File: src/verilog/ckop_pkg.sv
// Constants, field layouts and carrier types of the clock output prescaler control.
// Assumes one 200 MHz core clock and a reference phase tick at each edge of the 16 MHz reference.
package ckop_pkg;

	// Register indices on the register port.
	localparam logic [5:0] CKOP_ADDR_CTRL0 = 6'h03;
	localparam logic [5:0] CKOP_ADDR_RXCTRL = 6'h0A;
	localparam logic [5:0] CKOP_ADDR_OSC = 6'h12;

	// Field positions in transceiver_control_zero.
	localparam int CKOP_RATE_LSB = 0;
	localparam int CKOP_SHA_BIT = 3;
	localparam int CKOP_DRV_LSB = 4;
	localparam int CKOP_PADIO_LSB = 6;
	// Field positions in the oscillator and receiver control registers.
	localparam int CKOP_TRIM_LSB = 0;
	localparam int CKOP_MODE_LSB = 4;
	localparam int CKOP_JIT_BIT = 5;

	// Reset values.
	localparam logic [2:0] CKOP_RATE_RST = 3'h1;
	localparam logic CKOP_SHA_RST = 1'b1;
	localparam logic [1:0] CKOP_DRV_RST = 2'h1;
	localparam logic [1:0] CKOP_PADIO_RST = 2'h0;
	localparam logic [3:0] CKOP_MODE_RST = 4'hF;
	localparam logic [3:0] CKOP_TRIM_RST = 4'h0;
	localparam logic [7:0] CKOP_RXCTRL_RST = 8'h10;

	// Oscillator mode encodings.
	localparam logic [3:0] CKOP_MODE_EXT = 4'h4;
	localparam logic [3:0] CKOP_MODE_XTAL = 4'hF;

	// Reference frequency and phase ticks per second (two per reference period).
	localparam int CKOP_REF_HZ = 16000000;
	localparam int CKOP_PHASE_HZ = 2 * CKOP_REF_HZ;

	// Output frequencies per rate code.
	localparam int CKOP_F1M = 1000000;
	localparam int CKOP_F2M = 2000000;
	localparam int CKOP_F4M = 4000000;
	localparam int CKOP_F8M = 8000000;
	localparam int CKOP_F16M = 16000000;
	localparam int CKOP_F250K = 250000;
	// Symbol rates times two, to keep 62.5 kHz whole.
	localparam int CKOP_SYM_BPSK0_X2 = 40000;
	localparam int CKOP_SYM_BPSK1_X2 = 80000;
	localparam int CKOP_SYM_OQPSK0_X2 = 50000;
	localparam int CKOP_SYM_OQPSK1_X2 = 125000;

	// Width of the half-period counter in phase ticks.
	localparam int CKOP_CNT_W = 10;

	// Rate select codes.
	localparam logic [2:0] CKOP_RATE_OFF = 3'h0;
	localparam logic [2:0] CKOP_RATE_SYM = 3'h7;

	// Programmed clock output configuration.
	typedef struct packed {
		logic [1:0] pad_io;
		logic [1:0] drive;
		logic sha_sel;
		logic [2:0] rate;
	} ckop_ctrl0_t;

	// Oscillator configuration.
	typedef struct packed {
		logic [3:0] mode;
		logic [3:0] trim;
	} ckop_osc_t;

endpackage : ckop_pkg

File: src/verilog/ckop_divider.sv
// Glitch-free divider that shapes the clock output pin from reference phase ticks.
// Assumes the tick, half count and run request come from logic on core_clk.
module ckop_divider #(
	parameter int CNT_W = 10
) (
	// Clock, reset and enable.
	input wire logic core_clk,
	input wire logic rstn,
	input wire logic ce,
	// Reference phase tick and requested shape.
	input wire logic phase_tick,
	input wire logic [CNT_W-1:0] half_cnt,
	input wire logic run,
	input wire logic stretch,
	// Divided output.
	output logic clk_out
);

	logic [CNT_W-1:0] cnt_q;
	logic [CNT_W-1:0] half_q;
	logic out_q;
	logic expire;
	logic boundary;
	logic [CNT_W-1:0] reload;

	// A new shape is taken only at the end of a low phase, so no runt pulse reaches the pin.
	assign expire = phase_tick && (cnt_q == '0);
	assign boundary = expire && !out_q;
	assign reload = boundary ? half_cnt - CNT_W'(1) + CNT_W'(stretch) : half_q - CNT_W'(1) + CNT_W'(stretch);

	// Count down each half period and toggle the output on expiry while run is set; with run clear a low output stays low.
	always_ff @(posedge core_clk) begin
		if (!rstn) begin
			cnt_q <= '0;
			half_q <= CNT_W'(1);
			out_q <= 1'b0;
		end else if (ce && phase_tick) begin
			if (expire) begin
				if (boundary) begin
					half_q <= half_cnt;
					out_q <= run;
				end else begin
					out_q <= 1'b0;
				end
				cnt_q <= reload;
			end else begin
				cnt_q <= cnt_q - CNT_W'(1);
			end
		end
	end

	assign clk_out = out_q;

endmodule : ckop_divider

File: src/verilog/ckop_clock_output.sv
// Clock output prescaler control: register file for rate, drive and oscillator settings.
// Assumes register port, sleep state and modulation bits come from logic on core_clk.
////////////////////////////////////////////////////////////////////////////////

// Notes on behaviour
// Divide 16 MHz reference to fixed or symbol rates.
// Rate codes 0 off, 1..5 MHz, 6 250k, 7 symbol.
// No deferral or rate zero: apply write at once.
// Deferral with nonzero rate: apply at wake.
// Active rate survives reset; field reads one.
// Unrewritten field switches output to 1 MHz after sleep.
// Host rewrites its old rate after each reset.
// Drive field selects 2, 4, 6 or 8 mA.
// Deferred-update bit resets to one.
// Jitter acts on output, not transmitter.
// Host turns output off or minimum drive when unused.
// Oscillator mode and trim fields are configuration only.
// Rate changes land on a clean output boundary.
module ckop_clock_output #(
	parameter int CNT_W = ckop_pkg::CKOP_CNT_W
) (
	// Clock, resets and enable.
	input wire logic core_clk,
	input wire logic rstn,
	input wire logic trx_reset_req,
	input wire logic ce,
	// Register port.
	input wire logic reg_wr_en,
	input wire logic reg_rd_en,
	input wire logic [5:0] reg_addr,
	input wire logic [7:0] reg_wdata,
	output logic [7:0] reg_rdata,
	// Reference, sleep and modulation state.
	input wire logic phase_tick,
	input wire logic sleep_active,
	input wire logic modulation_select,
	input wire logic sub_mode,
	// Clock output pin and its driver.
	output logic clock_output_pin,
	output logic clock_output_pin_oe,
	output logic [1:0] output_pin_drive_strength,
	output logic [1:0] pad_io_drive_strength,
	// Oscillator and jitter configuration.
	output logic [3:0] oscillator_mode_field,
	output logic [3:0] oscillator_trim_field,
	output logic jitter_enable
);

	////////////////////////////////////////////////////////////////////////////////
	// Half period of a rate code, in reference phase ticks.
	function automatic logic [CNT_W-1:0] ckop_half(input logic [2:0] rate, input logic bpsk_n, input logic sub);
		logic [CNT_W-1:0] h;
		h = CNT_W'(ckop_pkg::CKOP_PHASE_HZ / (2 * ckop_pkg::CKOP_F1M));
		case (rate)
			3'h1: h = CNT_W'(ckop_pkg::CKOP_PHASE_HZ / (2 * ckop_pkg::CKOP_F1M));
			3'h2: h = CNT_W'(ckop_pkg::CKOP_PHASE_HZ / (2 * ckop_pkg::CKOP_F2M));
			3'h3: h = CNT_W'(ckop_pkg::CKOP_PHASE_HZ / (2 * ckop_pkg::CKOP_F4M));
			3'h4: h = CNT_W'(ckop_pkg::CKOP_PHASE_HZ / (2 * ckop_pkg::CKOP_F8M));
			3'h5: h = CNT_W'(ckop_pkg::CKOP_PHASE_HZ / (2 * ckop_pkg::CKOP_F16M));
			3'h6: h = CNT_W'(ckop_pkg::CKOP_PHASE_HZ / (2 * ckop_pkg::CKOP_F250K));
			3'h7: begin
				case ({bpsk_n, sub})
					2'b00: h = CNT_W'(ckop_pkg::CKOP_PHASE_HZ / ckop_pkg::CKOP_SYM_BPSK0_X2);
					2'b01: h = CNT_W'(ckop_pkg::CKOP_PHASE_HZ / ckop_pkg::CKOP_SYM_BPSK1_X2);
					2'b10: h = CNT_W'(ckop_pkg::CKOP_PHASE_HZ / ckop_pkg::CKOP_SYM_OQPSK0_X2);
					default: h = CNT_W'(ckop_pkg::CKOP_PHASE_HZ / ckop_pkg::CKOP_SYM_OQPSK1_X2);
				endcase
			end
			default: h = CNT_W'(1);
		endcase
		return h;
	endfunction : ckop_half

	// Register index match, shared by the write strobes and the read multiplexer.
	function automatic logic ckop_hit(input logic [5:0] addr, input logic [5:0] idx);
		return addr == idx;
	endfunction : ckop_hit

	////////////////////////////////////////////////////////////////////////////////
	// Register state.
	ckop_pkg::ckop_ctrl0_t ctrl0_q;
	ckop_pkg::ckop_ctrl0_t ctrl0_wr;
	ckop_pkg::ckop_osc_t osc_q;
	logic [7:0] rxctrl_q;
	logic [2:0] active_rate_q;
	logic sleep_q;
	logic [7:0] rdata_q;
	logic oe_q;
	logic [1:0] drv_q;
	logic [1:0] padio_q;
	logic [3:0] mode_q;
	logic [3:0] trim_q;
	logic jit_q;
	logic [7:0] lfsr_q;

	// Decoded accesses and rate update conditions.
	logic wr_ctrl0;
	logic wr_osc;
	logic wr_rx;
	logic rate_now;
	logic wake;
	logic reg_rst;
	logic [7:0] rd_mux;
	logic [CNT_W-1:0] half_sel;
	logic stretch;
	logic hit_ctrl0;
	logic hit_osc;
	logic hit_rx;
	logic run_req;
	logic jit_on;

	assign reg_rst = !rstn || trx_reset_req;
	// One index match per register, used by both the writes and the reads.
	assign hit_ctrl0 = ckop_hit(reg_addr, ckop_pkg::CKOP_ADDR_CTRL0);
	assign hit_osc = ckop_hit(reg_addr, ckop_pkg::CKOP_ADDR_OSC);
	assign hit_rx = ckop_hit(reg_addr, ckop_pkg::CKOP_ADDR_RXCTRL);
	assign wr_ctrl0 = reg_wr_en && hit_ctrl0;
	assign wr_osc = reg_wr_en && hit_osc;
	assign wr_rx = reg_wr_en && hit_rx;
	assign ctrl0_wr = ckop_pkg::ckop_ctrl0_t'(reg_wdata);
	// Deferral only when the old deferred-update bit is set and the old rate is nonzero.
	assign rate_now = wr_ctrl0 && (!ctrl0_q.sha_sel || (ctrl0_q.rate == ckop_pkg::CKOP_RATE_OFF));
	// Leaving sleep is the falling edge of the sleep state.
	assign wake = sleep_q && !sleep_active;

	// Read multiplexer; unmapped addresses read zero.
	assign rd_mux = hit_ctrl0 ? 8'(ctrl0_q) :
		hit_osc ? 8'(osc_q) :
		hit_rx ? rxctrl_q : 8'h00;

	// Divider shape follows the active rate, never the register field.
	assign half_sel = ckop_half(active_rate_q, modulation_select, sub_mode);
	// Jitter stretches a half period by one tick on a pseudo-random pattern.
	assign jit_on = rxctrl_q[ckop_pkg::CKOP_JIT_BIT];
	assign stretch = jit_on && lfsr_q[0];
	// Rate code zero stops the divider at its next low boundary and holds the pin low.
	assign run_req = active_rate_q != ckop_pkg::CKOP_RATE_OFF;

	////////////////////////////////////////////////////////////////////////////////
	// Register file; the reset procedure reloads it as power-on does.
	always_ff @(posedge core_clk) begin
		if (reg_rst) begin
			ctrl0_q <= '{pad_io: ckop_pkg::CKOP_PADIO_RST, drive: ckop_pkg::CKOP_DRV_RST,
				sha_sel: ckop_pkg::CKOP_SHA_RST, rate: ckop_pkg::CKOP_RATE_RST};
			osc_q <= '{mode: ckop_pkg::CKOP_MODE_RST, trim: ckop_pkg::CKOP_TRIM_RST};
			rxctrl_q <= ckop_pkg::CKOP_RXCTRL_RST;
		end else if (ce) begin
			if (wr_ctrl0) begin
				ctrl0_q <= ctrl0_wr;
			end
			if (wr_osc) begin
				osc_q <= ckop_pkg::ckop_osc_t'(reg_wdata);
			end
			if (wr_rx) begin
				rxctrl_q <= reg_wdata;
			end
		end
	end

	// Active rate shadow: only power-on reset loads it with rate one, so it survives the reset procedure.
	// A write that meets the reset procedure is lost, so the shadow keeps its rate then.
	always_ff @(posedge core_clk) begin
		if (!rstn) begin
			active_rate_q <= ckop_pkg::CKOP_RATE_RST;
			sleep_q <= 1'b0;
		end else if (ce) begin
			sleep_q <= sleep_active;
			if (rate_now && !trx_reset_req) begin
				active_rate_q <= ctrl0_wr.rate;
			end else if (wake) begin
				active_rate_q <= ctrl0_q.rate;
			end
		end
	end

	// Registered read data and configuration outputs.
	always_ff @(posedge core_clk) begin
		if (!rstn) begin
			rdata_q <= 8'h00;
			oe_q <= 1'b0;
			drv_q <= ckop_pkg::CKOP_DRV_RST;
			padio_q <= ckop_pkg::CKOP_PADIO_RST;
			mode_q <= ckop_pkg::CKOP_MODE_RST;
			trim_q <= ckop_pkg::CKOP_TRIM_RST;
			jit_q <= 1'b0;
			lfsr_q <= 8'h01;
		end else if (ce) begin
			if (reg_rd_en) begin
				rdata_q <= rd_mux;
			end
			oe_q <= 1'b1;
			drv_q <= ctrl0_q.drive;
			padio_q <= ctrl0_q.pad_io;
			mode_q <= osc_q.mode;
			trim_q <= osc_q.trim;
			jit_q <= jit_on;
			if (phase_tick) begin
				lfsr_q <= {lfsr_q[6:0], lfsr_q[7] ^ lfsr_q[5] ^ lfsr_q[4] ^ lfsr_q[3]};
			end
		end
	end

	////////////////////////////////////////////////////////////////////////////////
	// Prescaler; rate code zero holds the pin low.
	ckop_divider #(
		.CNT_W(CNT_W)
	) u_div (
		.core_clk(core_clk),
		.rstn(rstn),
		.ce(ce),
		.phase_tick(phase_tick),
		.half_cnt(half_sel),
		.run(run_req),
		.stretch(stretch),
		.clk_out(clock_output_pin)
	);

	assign reg_rdata = rdata_q;
	assign clock_output_pin_oe = oe_q;
	assign output_pin_drive_strength = drv_q;
	assign pad_io_drive_strength = padio_q;
	assign oscillator_mode_field = mode_q;
	assign oscillator_trim_field = trim_q;
	assign jitter_enable = jit_q;

endmodule : ckop_clock_output

File: config.mk
export PLATFORM = sky130hd
export DESIGN_NAME = ckop_clock_output
export DESIGN_NICKNAME = d
export VERILOG_FILES = /design/src/verilog/ckop_pkg.sv /design/src/verilog/ckop_divider.sv /design/src/verilog/ckop_clock_output.sv
export SDC_FILE = /design/constraint.sdc
export NUM_CORES = 1
export LEC_CHECK = 0
export BUFFER_PORTS_ARGS = -buffer_cell sky130_fd_sc_hd__buf_4
export CORE_ASPECT_RATIO = 2
export CORE_MARGIN = 3
export CORE_UTILIZATION = 50
export DETAILED_ROUTE_END_ITERATION = 10
export GPL_TIMING_DRIVEN = 0
export PLACE_DENSITY = 0.7
export SLEW_MARGIN = 20
export SYNTH_ARGS = -nofsm -noshare
export SYNTH_HDL_FRONTEND = slang
export SYNTH_SLANG_ARGS = --single-unit
export TNS_END_PERCENT = 1
File: constraint.sdc
create_clock -name core_clk -period 2.5 [get_ports core_clk]
set_clock_uncertainty 0.15 [all_clocks]
set_input_delay 0.125 -clock core_clk [delete_from_list [all_inputs] [get_ports core_clk]]
set_output_delay 0.125 -clock core_clk [all_outputs]
set_load 0.005 [all_outputs]
=== Yosys cells after proc, flatten, opt, wreduce, memory -nomap -nowiden ===
Index checks and enable logic that the tools add are counted.

* Flip-flop bits (word level): 79
* Bits in latches: 0
* Bits in writable memories: 0
* Bits in read-only memories: 0
* Input bits: 24
* Output and inout port bits: 23
* Logic and storage cells: 79
* Memories: 0

* $add $sub $neg: 5
* Multiply operators: 0
* Divide/modulo/power cells: 0
* $lt $le $gt $ge: 0
* Equality and inequality tests: 11
* Shifts and indexed selects: 0
* Multiplexer cells: 10
* Bitwise gates (word level): 3
* Reduce and logical (&&, ||, !) cells: 30

{| class="wikitable"
|+ Operators by type and width
! cell !! count
|-
| one-hot mux 10 bit (6 select lines) || 1
|-
| one-hot mux 10 bit (3 select lines) || 1
|-
| subtractor 10 x 1 -> 10 bit, second input constant || 3
|-
| 2-to-1 mux 8 bit || 3
|-
| adder 10 x 1 -> 10 bit || 2
|-
| 2-to-1 mux 10 bit || 2
|-
| AND reduction 2 bit || 7
|-
| logical AND 1 bit || 10
|-
| logical NOT 10 bit || 1
|-
| == test 3 bit, second input constant || 3
|-
| == test 3 x 2 -> 1 bit, second input constant || 2
|-
| == test 6 x 2 -> 1 bit, second input constant || 1
|-
| == test 6 x 4 -> 1 bit, second input constant || 1
|-
| == test 6 x 5 -> 1 bit, second input constant || 1
|-
| 2-to-1 mux 3 bit || 2
|-
| logical NOT 1 bit || 5
|-
| == test 3 x 1 -> 1 bit, second input constant || 1
|-
| logical NOT 3 bit || 1
|-
| AND reduction 3 bit || 1
|-
| nonzero test 3 bit || 1
|-
| XOR 1 bit || 3
|-
| == test 2 x 1 -> 1 bit, second input constant || 1
|-
| == test 2 bit, second input constant || 1
|-
| logical NOT 2 bit || 1
|-
| 3 further kinds || 4
|}

=== Logic depth before layout (Yosys ltp) ===
Gate-level depths: netlist (run 1).

* Depth after elaboration: 7
* Depth in mapped cells: 11
* Mapped depth without buffers: 9

=== Modules after synthesis ===
From an unflattened synthesis (run 1), not the netlist that was laid out.

* Cell total of the unflattened synthesis: 445
* Area, all modules: 4018.9 sq um

{| class="wikitable"
|+ Modules (own cells, without submodules)
! module !! times used !! cells an instance !! area an instance (sq um) !! sequential area each (sq um)
|-
| ckop_clock_output || 1 || 276 || 2571.2 || 1161.1
|-
| ckop_divider || 1 || 169 || 1447.6 || 420.4
|}

=== Least setup slack after synthesis (run 1) ===
No wires, ideal clock.

* Kind: flip-flop to flip-flop
* Start: reg rxctrl_q[5]
* End: reg u_div.cnt_q[7]
* Arrival time: 1.965 ns
* Data required time: 2.225 ns
* Path slack: 0.260 ns
* Cell stages (with the launch flop): 8
* Buffers on the path: 0
* Path through: dfxtp_1 > nand2_1 > ha_1 > or4b_2 > o41ai_1 > o21ai_0 > a211oi_1 > o21ai_0

* Cells in the longest elaborated chain, start to end: 4
* Elaborated cells between the ends (all ways): 5

{| class="wikitable"
|+ Ends and longest elaborated chain
! item !! RTL line !! text
|-
| from (decl) || ckop_clock_output.sv:84 || <nowiki>logic [7:0] rxctrl_q;</nowiki>
|-
| from (signal assigned) || ckop_clock_output.sv:146 || <nowiki>rxctrl_q <= ckop_pkg::CKOP_RXCTRL_RST;</nowiki>
|-
| from (signal assigned) || ckop_clock_output.sv:155 || <nowiki>rxctrl_q <= reg_wdata;</nowiki>
|-
| logical AND 1 bit * || ckop_clock_output.sv:135 || <nowiki>assign stretch = jit_on && lfsr_q[0];</nowiki>
|-
| adder 10 x 1 -> 10 bit || ckop_divider.sv:29 || <nowiki>assign reload = boundary ? half_cnt - CNT_W'(1) + CNT_W'(stretch) : half_q - CNT_W'(1) + CNT_W'(stretch);</nowiki>
|-
| 2-to-1 mux 10 bit * || ckop_divider.sv:29 ||
|-
| 2-to-1 mux 10 bit * || ckop_divider.sv:38 || <nowiki>if (expire) begin</nowiki>
|-
| to (signal assigned) || ckop_divider.sv:45 || <nowiki>cnt_q <= reload;</nowiki>
|-
| to (signal assigned) || ckop_divider.sv:47 || <nowiki>cnt_q <= cnt_q - CNT_W'(1);</nowiki>
|-
| to (decl) || ckop_divider.sv:19 || <nowiki>logic [CNT_W-1:0] cnt_q;</nowiki>
|}

Mark *: on every way between the ends. The rest lies on a longest branch, timed or not.
A chain may end at the register's enable or synchronous reset.

=== Worst setup path after layout (run 1) ===
* Start: in reg_addr[0]
* End: reg osc_q[4] (netlist bit)

* Cells in the longest elaborated chain, start to end: 3

{| class="wikitable"
|+ Ends and longest elaborated chain
! item !! RTL line !! text
|-
| from (decl) || ckop_clock_output.sv:30 || <nowiki>input wire logic [5:0] reg_addr,</nowiki>
|-
| == test 6 x 5 -> 1 bit || ckop_clock_output.sv:76 || <nowiki>return addr == idx;</nowiki>
|-
| logical AND 1 bit || ckop_clock_output.sv:118 || <nowiki>assign wr_osc = reg_wr_en && hit_osc;</nowiki>
|-
| AND reduction 2 bit (no source line) || - ||
|-
| to (signal assigned) || ckop_clock_output.sv:145 || <nowiki>osc_q <= '{mode: ckop_pkg::CKOP_MODE_RST, trim: ckop_pkg::CKOP_TRIM_RST};</nowiki>
|-
| to (signal assigned) || ckop_clock_output.sv:152 || <nowiki>osc_q <= ckop_pkg::ckop_osc_t'(reg_wdata);</nowiki>
|-
| to (decl) || ckop_clock_output.sv:83 || <nowiki>ckop_pkg::ckop_osc_t osc_q;</nowiki>
|}

No other way between the ends.

==> results.txt, run 1 <==
flops & latches, synth -> 79
worst path arrival time -> 2.52 ns
kind of start point of the critical path -> input port
FILL cells -> 703
drt pass-1 iters -> 5
Synth Warn # -> 0
Fmax -> 410 MHz
MaxCap Viol Count -> 0
FFs w/ async S/R, synth -> 0%
Worst-path clk slew -> 0.06 ns
largest net degree at the start of global routing -> 15
minimum clock period after layout -> 2.44 ns
synthesized area -> 3950 um2
share of layout cells above drive strength 1 -> 17.4%
Worst R2R Path Depth -> 7
DRC violations left -> 0
Netlist cell types -> 54
area of the multi-input gates -> 2240 um2
Core Area -> 7660 um2
Pleak -> 1.92 nW
H-Tree Level Count -> 3
worst vdd ir -> 0.480 mV
fin nets -> 575
All-Layer GR Usage -> 26.5%
sequential-to-total area share from yosys stat -> 40.0%
CP endpoint kind -> flop
Req. time, crit path -> 2.58 ns
first-pass GRT wire length -> 18.1 mm
clk sink count -> 79
CTS tree -> done
Tightest Hold Check Type -> input port to flop
endpoints failing setup -> 0
GRT overflow -> 0
final WL -> 11.1 mm
Critical path origin -> reg_addr[0]
top-level port count -> 47
vias in the first global route -> 3,898
Area Overhead vs Synth -> 24.7%
Least-Margin Pin Slew -> 0.778 ns
CP endpoint -> osc_q[4]
Post-Syn Nets -> 503
IO Port Bufs -> 46
ys flop type -> dfxtp_1
max-slew violations -> 0
R2R setup slack -> 0.12 ns
via count of the routed design -> 3,733
WL/cell -> 17.4 um
die area -> 9070 um2
Syn Area/Cell -> 8.43 um2
Antenna Cells -> 0
Die Y -> 132 um
Max Root-Sink Buffers -> 2
Final Cycle Share -> 97.6%
Rows -> 45
WS Path Type -> input port to flop
register area -> 1580 um2
CTS Root Cell -> clkbuf_16
die width -> 68.9 um
Syn Inst Count -> 469
GPL Wtd Cong -> 0.926
Final Hold Viols -> 0
TritonCTS buffer count -> 9
Vias/cell -> 5.83
crit path max fanout -> 9
DR iter-0 viols -> 202
ANT nets after route -> 0
status -> finished clean
Slew Limit Headroom -> 48.1%
initial antenna violation count -> 0
HPWL after DPL -> 8.13 mm
clk_lat worst skew -> 0.34 ns
worst r2r src -> rxctrl_q[5]
hold_ws -> 0.0371 ns
setup TNS -> 0 ns
R2R Path End -> u_div.cnt_q[7]
Initial Util -> 51.6%
Post-synth EDFFs -> 0
PD cells -> 623 nW/um2
final cells by class:
class,count,share of cell area (%)
multi-input combinational,350,45.4
sequential,79,32.1
timing repair buffer,63,10.4
clock buffer,10,4.65
buffer,27,2.77
tap,94,2.39
clock inverter,6,1.42
inverter,11,0.838
critical path, stage by stage:
cell	delay, ns
buf_4	0.11
or4b_4	0.57
nor3b_4	0.46
and3_4	0.27
buf_12	0.13
mux2i_1	0.18
nand2_1	0.07
dlygate4sd3_1	0.58
synthesized netlist by cell type (all sizes together), types with 2 or more instances:
cell | number | area share (%)
a211oi | 5 | 0.95
nor3b | 3 | 1.1
and4 | 2 | 0.47
inv | 10 | 0.95
a21o | 2 | 0.38
nand2 | 72 | 6.8
clkbuf | 20 | 1.9
or3 | 3 | 0.47
o221ai | 2 | 0.44
or4b | 2 | 0.60
nand2b | 6 | 0.95
a21oi | 41 | 5.2
dfxtp | 79 | 40
o211ai | 3 | 0.57
a31oi | 4 | 0.63
nand3 | 17 | 2.2
o22ai | 3 | 0.47
and3 | 3 | 0.47
nor4 | 2 | 0.47
mux2i | 43 | 11
ha | 10 | 3.2
nor3 | 8 | 1.0
xnor2 | 8 | 1.8
xor2 | 6 | 1.3
o21ai | 20 | 2.5
o31ai | 2 | 0.38
or4 | 3 | 0.57
o41ai | 3 | 0.66
and2 | 5 | 0.79
nor2b | 5 | 0.79
buf | 9 | 1.4
a221oi | 8 | 1.8
nor2 | 47 | 4.8
power breakdown:
group          total [W]  switching, W  internal (W)  leakage, nW
sequential       0.00134     0.0000396       0.00130        0.641
combinational   0.000419      0.000237      0.000182         1.15
clock            0.00132      0.000539      0.000778        0.135
total            0.00307      0.000816       0.00226         1.92
sequential cells by signal, indices dropped and copies added (netlist names), 4 cells and up:
register and cells:
ctrl0_q 8, lfsr_q 8, osc_q 8, rxctrl_q 8
oscillator_mode_field 4, oscillator_trim_field 4, reg_rdata 8, u_div.cnt_q 10
u_div.half_q 10
how the worst min path moves through the flow:
| stage | slack (ns) | start | cells past startpoint | end |
|---|---|---|---|---|
| 2_1_floorplan | 0.10 | reg_wdata[0] | 2 | ctrl0_q[0] |
| 3_3_place_gp | 0.21 | reg_wdata[3] | 3 | ctrl0_q[3] |
| 3_5_place_dp | 0.22 | reg_wdata[3] | 3 | ctrl0_q[3] |
| 4_1_cts | 0.03 | phase_tick | 4 | u_div.clk_out |
| 5_1_grt | 0.06 | phase_tick | 4 | u_div.clk_out |
| 6_report | 0.04 | phase_tick | 4 | u_div.clk_out |
per-layer routing:
layer,track usage [%],vias to the layer above,part of all wire (%)
met3,5.29,43,3.3
met5,0,-,0
li1,-,1794,-
met1,25.5,1780,35
met4,17.3,0,5.8
met2,47.6,116,56
timing repair:
item	in CTS	in global routing
endpoints found under the hold margin	38	0
setup endpoints to repair	5	7
buffers inserted	1	0
hold buffers	16	0
pin swaps	2	2
resized for setup	8	8
metrics by stage:
step / cell area [um2] / cells / setup WS [ns] / total power, W / utilization (%)
after floorplan: 3950 / 469 / 0.260 / 0.00161 / -
final: 4930 / 640 / 0.0599 / 0.00307 / 64.3
after global routing: 4930 / 640 / -0.000336 / 0.00318 / 64.3
after CTS: 4900 / 642 / -0.0195 / 0.00308 / 64.0
after detailed placement: 4420 / 609 / -0.378 / 0.00176 / 57.7
after global placement: 4420 / 609 / -0.370 / 0.00175 / 57.7
placed cells by master (no fill, tap or decap), types with 3 or more instances in the layout:
cell           Yosys  layout
a211oi_1           5       4
a21oi_1           41      41
a221oi_1           8       8
a31oi_1            4       4
and2_0             3       3
buf_2              5       5
buf_4              0      47
clkbuf_1          20      15
clkbuf_16          0       9
clkbuf_2           0       4
clkinvlp_4         0       3
dfxtp_1           79      79
dlygate4sd3_1      0      16
ha_1              10       9
inv_1             10      10
mux2i_1           43      43
nand2_1           72      71
nand2b_1           6       6
nand3_1           17      17
nor2_1            42      42
nor2_2             5       5
nor2b_1            5       4
nor3_1             8       7
o211ai_1           3       3
o21ai_0           20      19
o22ai_1            3       3
or3_1              3       3
or4_1              3       3
xnor2_1            8       8
xor2_1             6       6
cell families (layout without fill, tap and decap cells):
logic type / Yosys count / count (layout) / share of synthesized area [%]
AO/OA/AOI/OAI: 101 / 101 / 15.8
buffers and inverters: 40 / 117 / 4.34
XOR/XNOR: 14 / 14 / 3.10
AND/OR/NAND/NOR: 182 / 182 / 22.7
flip-flops: 79 / 79 / 40.0
adder cells (fa/ha/maj): 10 / 10 / 3.17
multiplexers: 43 / 43 / 10.9
No activity file was read; power rests on OpenSTA's default activity.
==> inputs of run 2 (changes only) <==
SYNTH_HIERARCHICAL = 1   (was not set)
==> run 2 against run 1 <==
Net effect: register-to-register slack lost 0.07 ns; global-route usage shrank 3.4 points; design area up 2.2%; sequential share of layout area fell by 0.64 points; non-clock buffer count down 11; flip-flop and latch count did not move; largest cell class unchanged; highest routed layer unchanged.
==> results.txt, run 2 <==
Post-synth EDFFs -> 0 (unchanged)
worst r2r src -> active_rate_q[2] (was rxctrl_q[5])
R2R Path End -> u_div/cnt_q[6] (was u_div.cnt_q[7])
fin nets -> 544 (was 575)
slowest stage delay, CP -> 0.43 ns (was 0.58 ns)
Synth Warn # -> 6 (was 0)
flops & latches, synth -> 79 (unchanged)
drt pass-1 iters -> 4 (was 5)
HPWL after DPL -> 7.95 mm (was 8.13 mm)
Syn Area/Cell -> 9.03 um2 (was 8.43 um2)
post-synth top area share -> 39.4% (was 40.0%)
CP endpoint kind -> flop (unchanged)
Comb pwr share -> 11.9% (was 13.6%)
Fmax -> 408 MHz (was 410 MHz)
most frequent cells in the layout -> dfxtp_1, mux2i_1, buf_4 (was dfxtp_1, nand2_1, buf_4)
crit path max fanout -> 10 (was 9)
Initial Util -> 52.1% (was 51.6%)
die area -> 9210 um2 (was 9070 um2)
Tightest Hold Check Type -> input port to flop (unchanged)
CP cell instances -> buf_8 -> xor2_1 -> nor2_1 -> inv_2 -> ha_4 -> ha_4 -> or3b_4 -> o31a_1 -> nor3_2 -> a211oi_1 -> o221a_2 (was buf_4 -> or4b_4 -> nor3b_4 -> and3_4 -> buf_12 -> mux2i_1 -> nand2_1 -> dlygate4sd3_1)
final WL -> 10.4 mm (was 11.1 mm)
WS Path Type -> flop to flop (was input port to flop)
synthesized area -> 4020 um2 (was 3950 um2)
WL/cell -> 17.2 um (was 17.4 um)
endpoints failing setup -> 0 (unchanged)
max-slew violations -> 0 (unchanged)
H-Tree Level Count -> 3 (unchanged)
IO Port Bufs -> 46 (unchanged)
final core utilization -> 65.3% (was 64.3%)
clk sink count -> 79 (unchanged)
CTS tree -> done (unchanged)
area leader, netlist -> dfxtp_1 (unchanged)
Layout Cells excl Fill -> 609 (was 640)
setup TNS -> 0 ns (unchanged)
Post-Syn Nets -> 479 (was 503)
commonest non-fill, non-tap cell in the layout -> dfxtp_1 (unchanged)
Final Hold Viols -> 0 (unchanged)
Crit-path slowest cell -> or3b_4 (was dlygate4sd3_1)
MaxCap Viol Count -> 0 (unchanged)
ANT nets after route -> 0 (unchanged)
Netlist cell types -> 62 (was 54)
CTS Root Cell -> clkbuf_16 (unchanged)
Syn Inst Count -> 445 (was 469)
Req. time, crit path -> 2.57 ns (was 2.58 ns)
PD cells -> 639 nW/um2 (was 623 nW/um2)
internal power -> 0.00244 W (was 0.00226 W)
CP endpoint -> u_div/cnt_q[6] (was osc_q[4])
vias in the first global route -> 3,585 (was 3,898)
sequential-to-total area share from yosys stat -> 39.4% (was 40.0%)
top post-synthesis cells by count -> dfxtp_1, mux2i_1, nand2_1, nor2_1, clkbuf_1 (was dfxtp_1, nand2_1, mux2i_1, nor2_1, a21oi_1)
clk_lat worst skew -> 0.34 ns (about the same)
TritonCTS buffer count -> 9 (unchanged)
Inst Count DP -> 585 (was 609)
top-level port count -> 47 (unchanged)
RSZ-0062 raised after global routing -> true
share of layout cells above drive strength 1 -> 18.6% (was 17.4%)
Core Area -> 7710 um2 (was 7660 um2)
Least-Margin Pin Slew -> 0.891 ns (was 0.778 ns)
All-Layer GR Usage -> 23.1% (was 26.5%)
largest net degree at the start of global routing -> 15 (unchanged)
switching part of the total -> 24.0% (was 26.6%)
Regs by FF count -> u_div/cnt_q: 10 flops, u_div/half_q: 10 flops (was u_div.cnt_q: 10 flops, u_div.half_q: 10 flops)
Most common cell on crit path -> ha_4
Clk pwr share -> 46.9% (was 42.9%)
R2R setup slack -> 0.05 ns (was 0.12 ns)
GRT overflow -> 0 (unchanged)
ys flop type -> dfxtp_1 (unchanged)
Worst R2R Path Depth -> 11 (was 7)
Final Cycle Share -> 98.1% (was 97.6%)
worst path arrival time -> 2.53 ns (was 2.52 ns)
cell with the most instances after synthesis -> dfxtp_1 (unchanged)
Pleak -> 1.96 nW (was 1.92 nW)
Rows -> 45 (unchanged)
Max Root-Sink Buffers -> 2 (unchanged)
DR iter-0 viols -> 106 (was 202)
via count of the routed design -> 3,520 (was 3,733)
first-pass GRT wire length -> 17.0 mm (was 18.1 mm)
DRC violations left -> 0 (unchanged)
worst vdd ir -> 0.496 mV (was 0.480 mV)
Critical path origin -> active_rate_q[2] (was reg_addr[0])
Antenna Cells -> 0 (unchanged)
Worst-path clk slew -> 0.06 ns (about the same)
GPL Wtd Cong -> 0.876 (was 0.926)
initial antenna violation count -> 0 (unchanged)
Slew Limit Headroom -> 40.2% (was 48.1%)
Vias/cell -> 5.78 (was 5.83)
Die Y -> 133 um (was 132 um)
Area Overhead vs Synth -> 25.3% (was 24.7%)
synth top area cells -> dfxtp_1, mux2i_1, nand2_1, nor2_1, ha_1 (was dfxtp_1, mux2i_1, nand2_1, a21oi_1, nor2_1)
switching power -> 0.000771 W (was 0.000816 W)
minimum clock period after layout -> 2.45 ns (was 2.44 ns)
Reg power frac -> 41.2% (was 43.5%)
kind of start point of the critical path -> flop (was input port)
FFs w/ async S/R, synth -> 0% (unchanged)
die width -> 69.4 um (was 68.9 um)
status -> finished clean (unchanged)
-- run 2: changes by cell type in the layout (fill, tap and decap cells not counted), sizes merged, moves of 9 or more --
cell	previous run	this run
nor2b	5	14
a21oi	41	11
nand2	72	43
mux2i	43	52
-- run 2: through the flow --
| step | hold slack (ns) | worst slack (ns) | total power [W] | instance area [um2] |
|---|---|---|---|---|
| 2_1_floorplan | 0.0639 | 0.00410 | 0.00158 | 4050 |
| 3_3_place_gp | 0.210 | -0.258 | 0.00170 | 4510 |
| 3_5_place_dp | 0.221 | -0.312 | 0.00171 | 4510 |
| 4_1_cts | 0.0483 | -0.00614 | 0.00322 | 4990 |
| 5_1_grt | 0.0724 | -0.0774 | 0.00333 | 5030 |
| 6_report | 0.0536 | 0.0463 | 0.00321 | 5030 |
-- run 2: kinds of logic (layout without fill, tap and decap cells) --
group / count (synthesis) / count (layout) / share of synthesized area [%]
compound gates: 82 / 82 / 13.9
xor+xnor: 15 / 15 / 3.27
fa+ha+maj: 10 / 10 / 3.11
buf+inv: 40 / 110 / 4.05
flops: 79 / 79 / 39.4
mux: 52 / 52 / 13.0
simple gates: 167 / 167 / 23.3
-- run 2: repair_timing --
action,CTS,global route
endpoints found under the hold margin,29,0
hold buffers,10,0
buffers inserted,0,0
pin swaps,0,1
endpoints found under the setup margin,5,15
gates resized for setup,7,15
-- run 2: worst min path at each step --
stage,start,to,cells past startpoint
after floorplan,rstn,u_div/half_q[0],1
after global placement,reg_wdata[6],osc_q[6],3
after detailed placement,reg_wdata[3],ctrl0_q[3],3
after CTS,reg_addr[0],reg_rdata[6],4
after global routing,ce,u_div/half_q[1],4
final,reg_addr[0],reg_rdata[2],4
-- run 2: layout make-up --
| class | instances | area, um2 |
|---|---|---|
| Inverter | 15 | 56.3 |
| Sequential cell | 79 | 1580 |
| Fill cell | 682 | 2680 |
| Tap cell | 94 | 118 |
| Clock buffer | 9 | 225 |
| Timing Repair Buffer | 56 | 445 |
| Buffer | 23 | 118 |
| Clock inverter | 7 | 119 |
| Multi-Input combinational cell | 326 | 2370 |
-- run 2: power groups by stage --
| stage | clock network, W | registers, W | logic [W] |
|---|---|---|---|
| global placement | 0 | 0.00135 | 0.000353 |
| finish | 0.00151 | 0.00132 | 0.000384 |
| CTS | 0.00152 | 0.00132 | 0.000376 |
| global route | 0.00158 | 0.00133 | 0.000421 |
| floorplan | 0 | 0.00134 | 0.000239 |
| detailed placement | 0 | 0.00135 | 0.000359 |
-- run 2: layer usage --
| layer | routed length, um | global-route usage [%] | vias to the layer above |
|---|---|---|---|
| met5 | 0 | 0 | - |
| met4 | 280 | 11.0 | 0 |
| met3 | 303 | 4.87 | 24 |
| met2 | 6260 | 46.9 | 71 |
| met1 | 3610 | 20.5 | 1703 |
| li1 | - | - | 1722 |
-- run 2: critical path, delay by kind of cell, from the launching register on --
family / cells / cell delay (ns)
AOI/OAI and AO/OA: 3 / 0.59
DFF: 1 / 0.33
adders and majority gates: 2 / 0.30
xor gates and xnor gates: 1 / 0.14
buffers and inverters: 2 / 0.23
and+or+nand+nor: 3 / 0.62
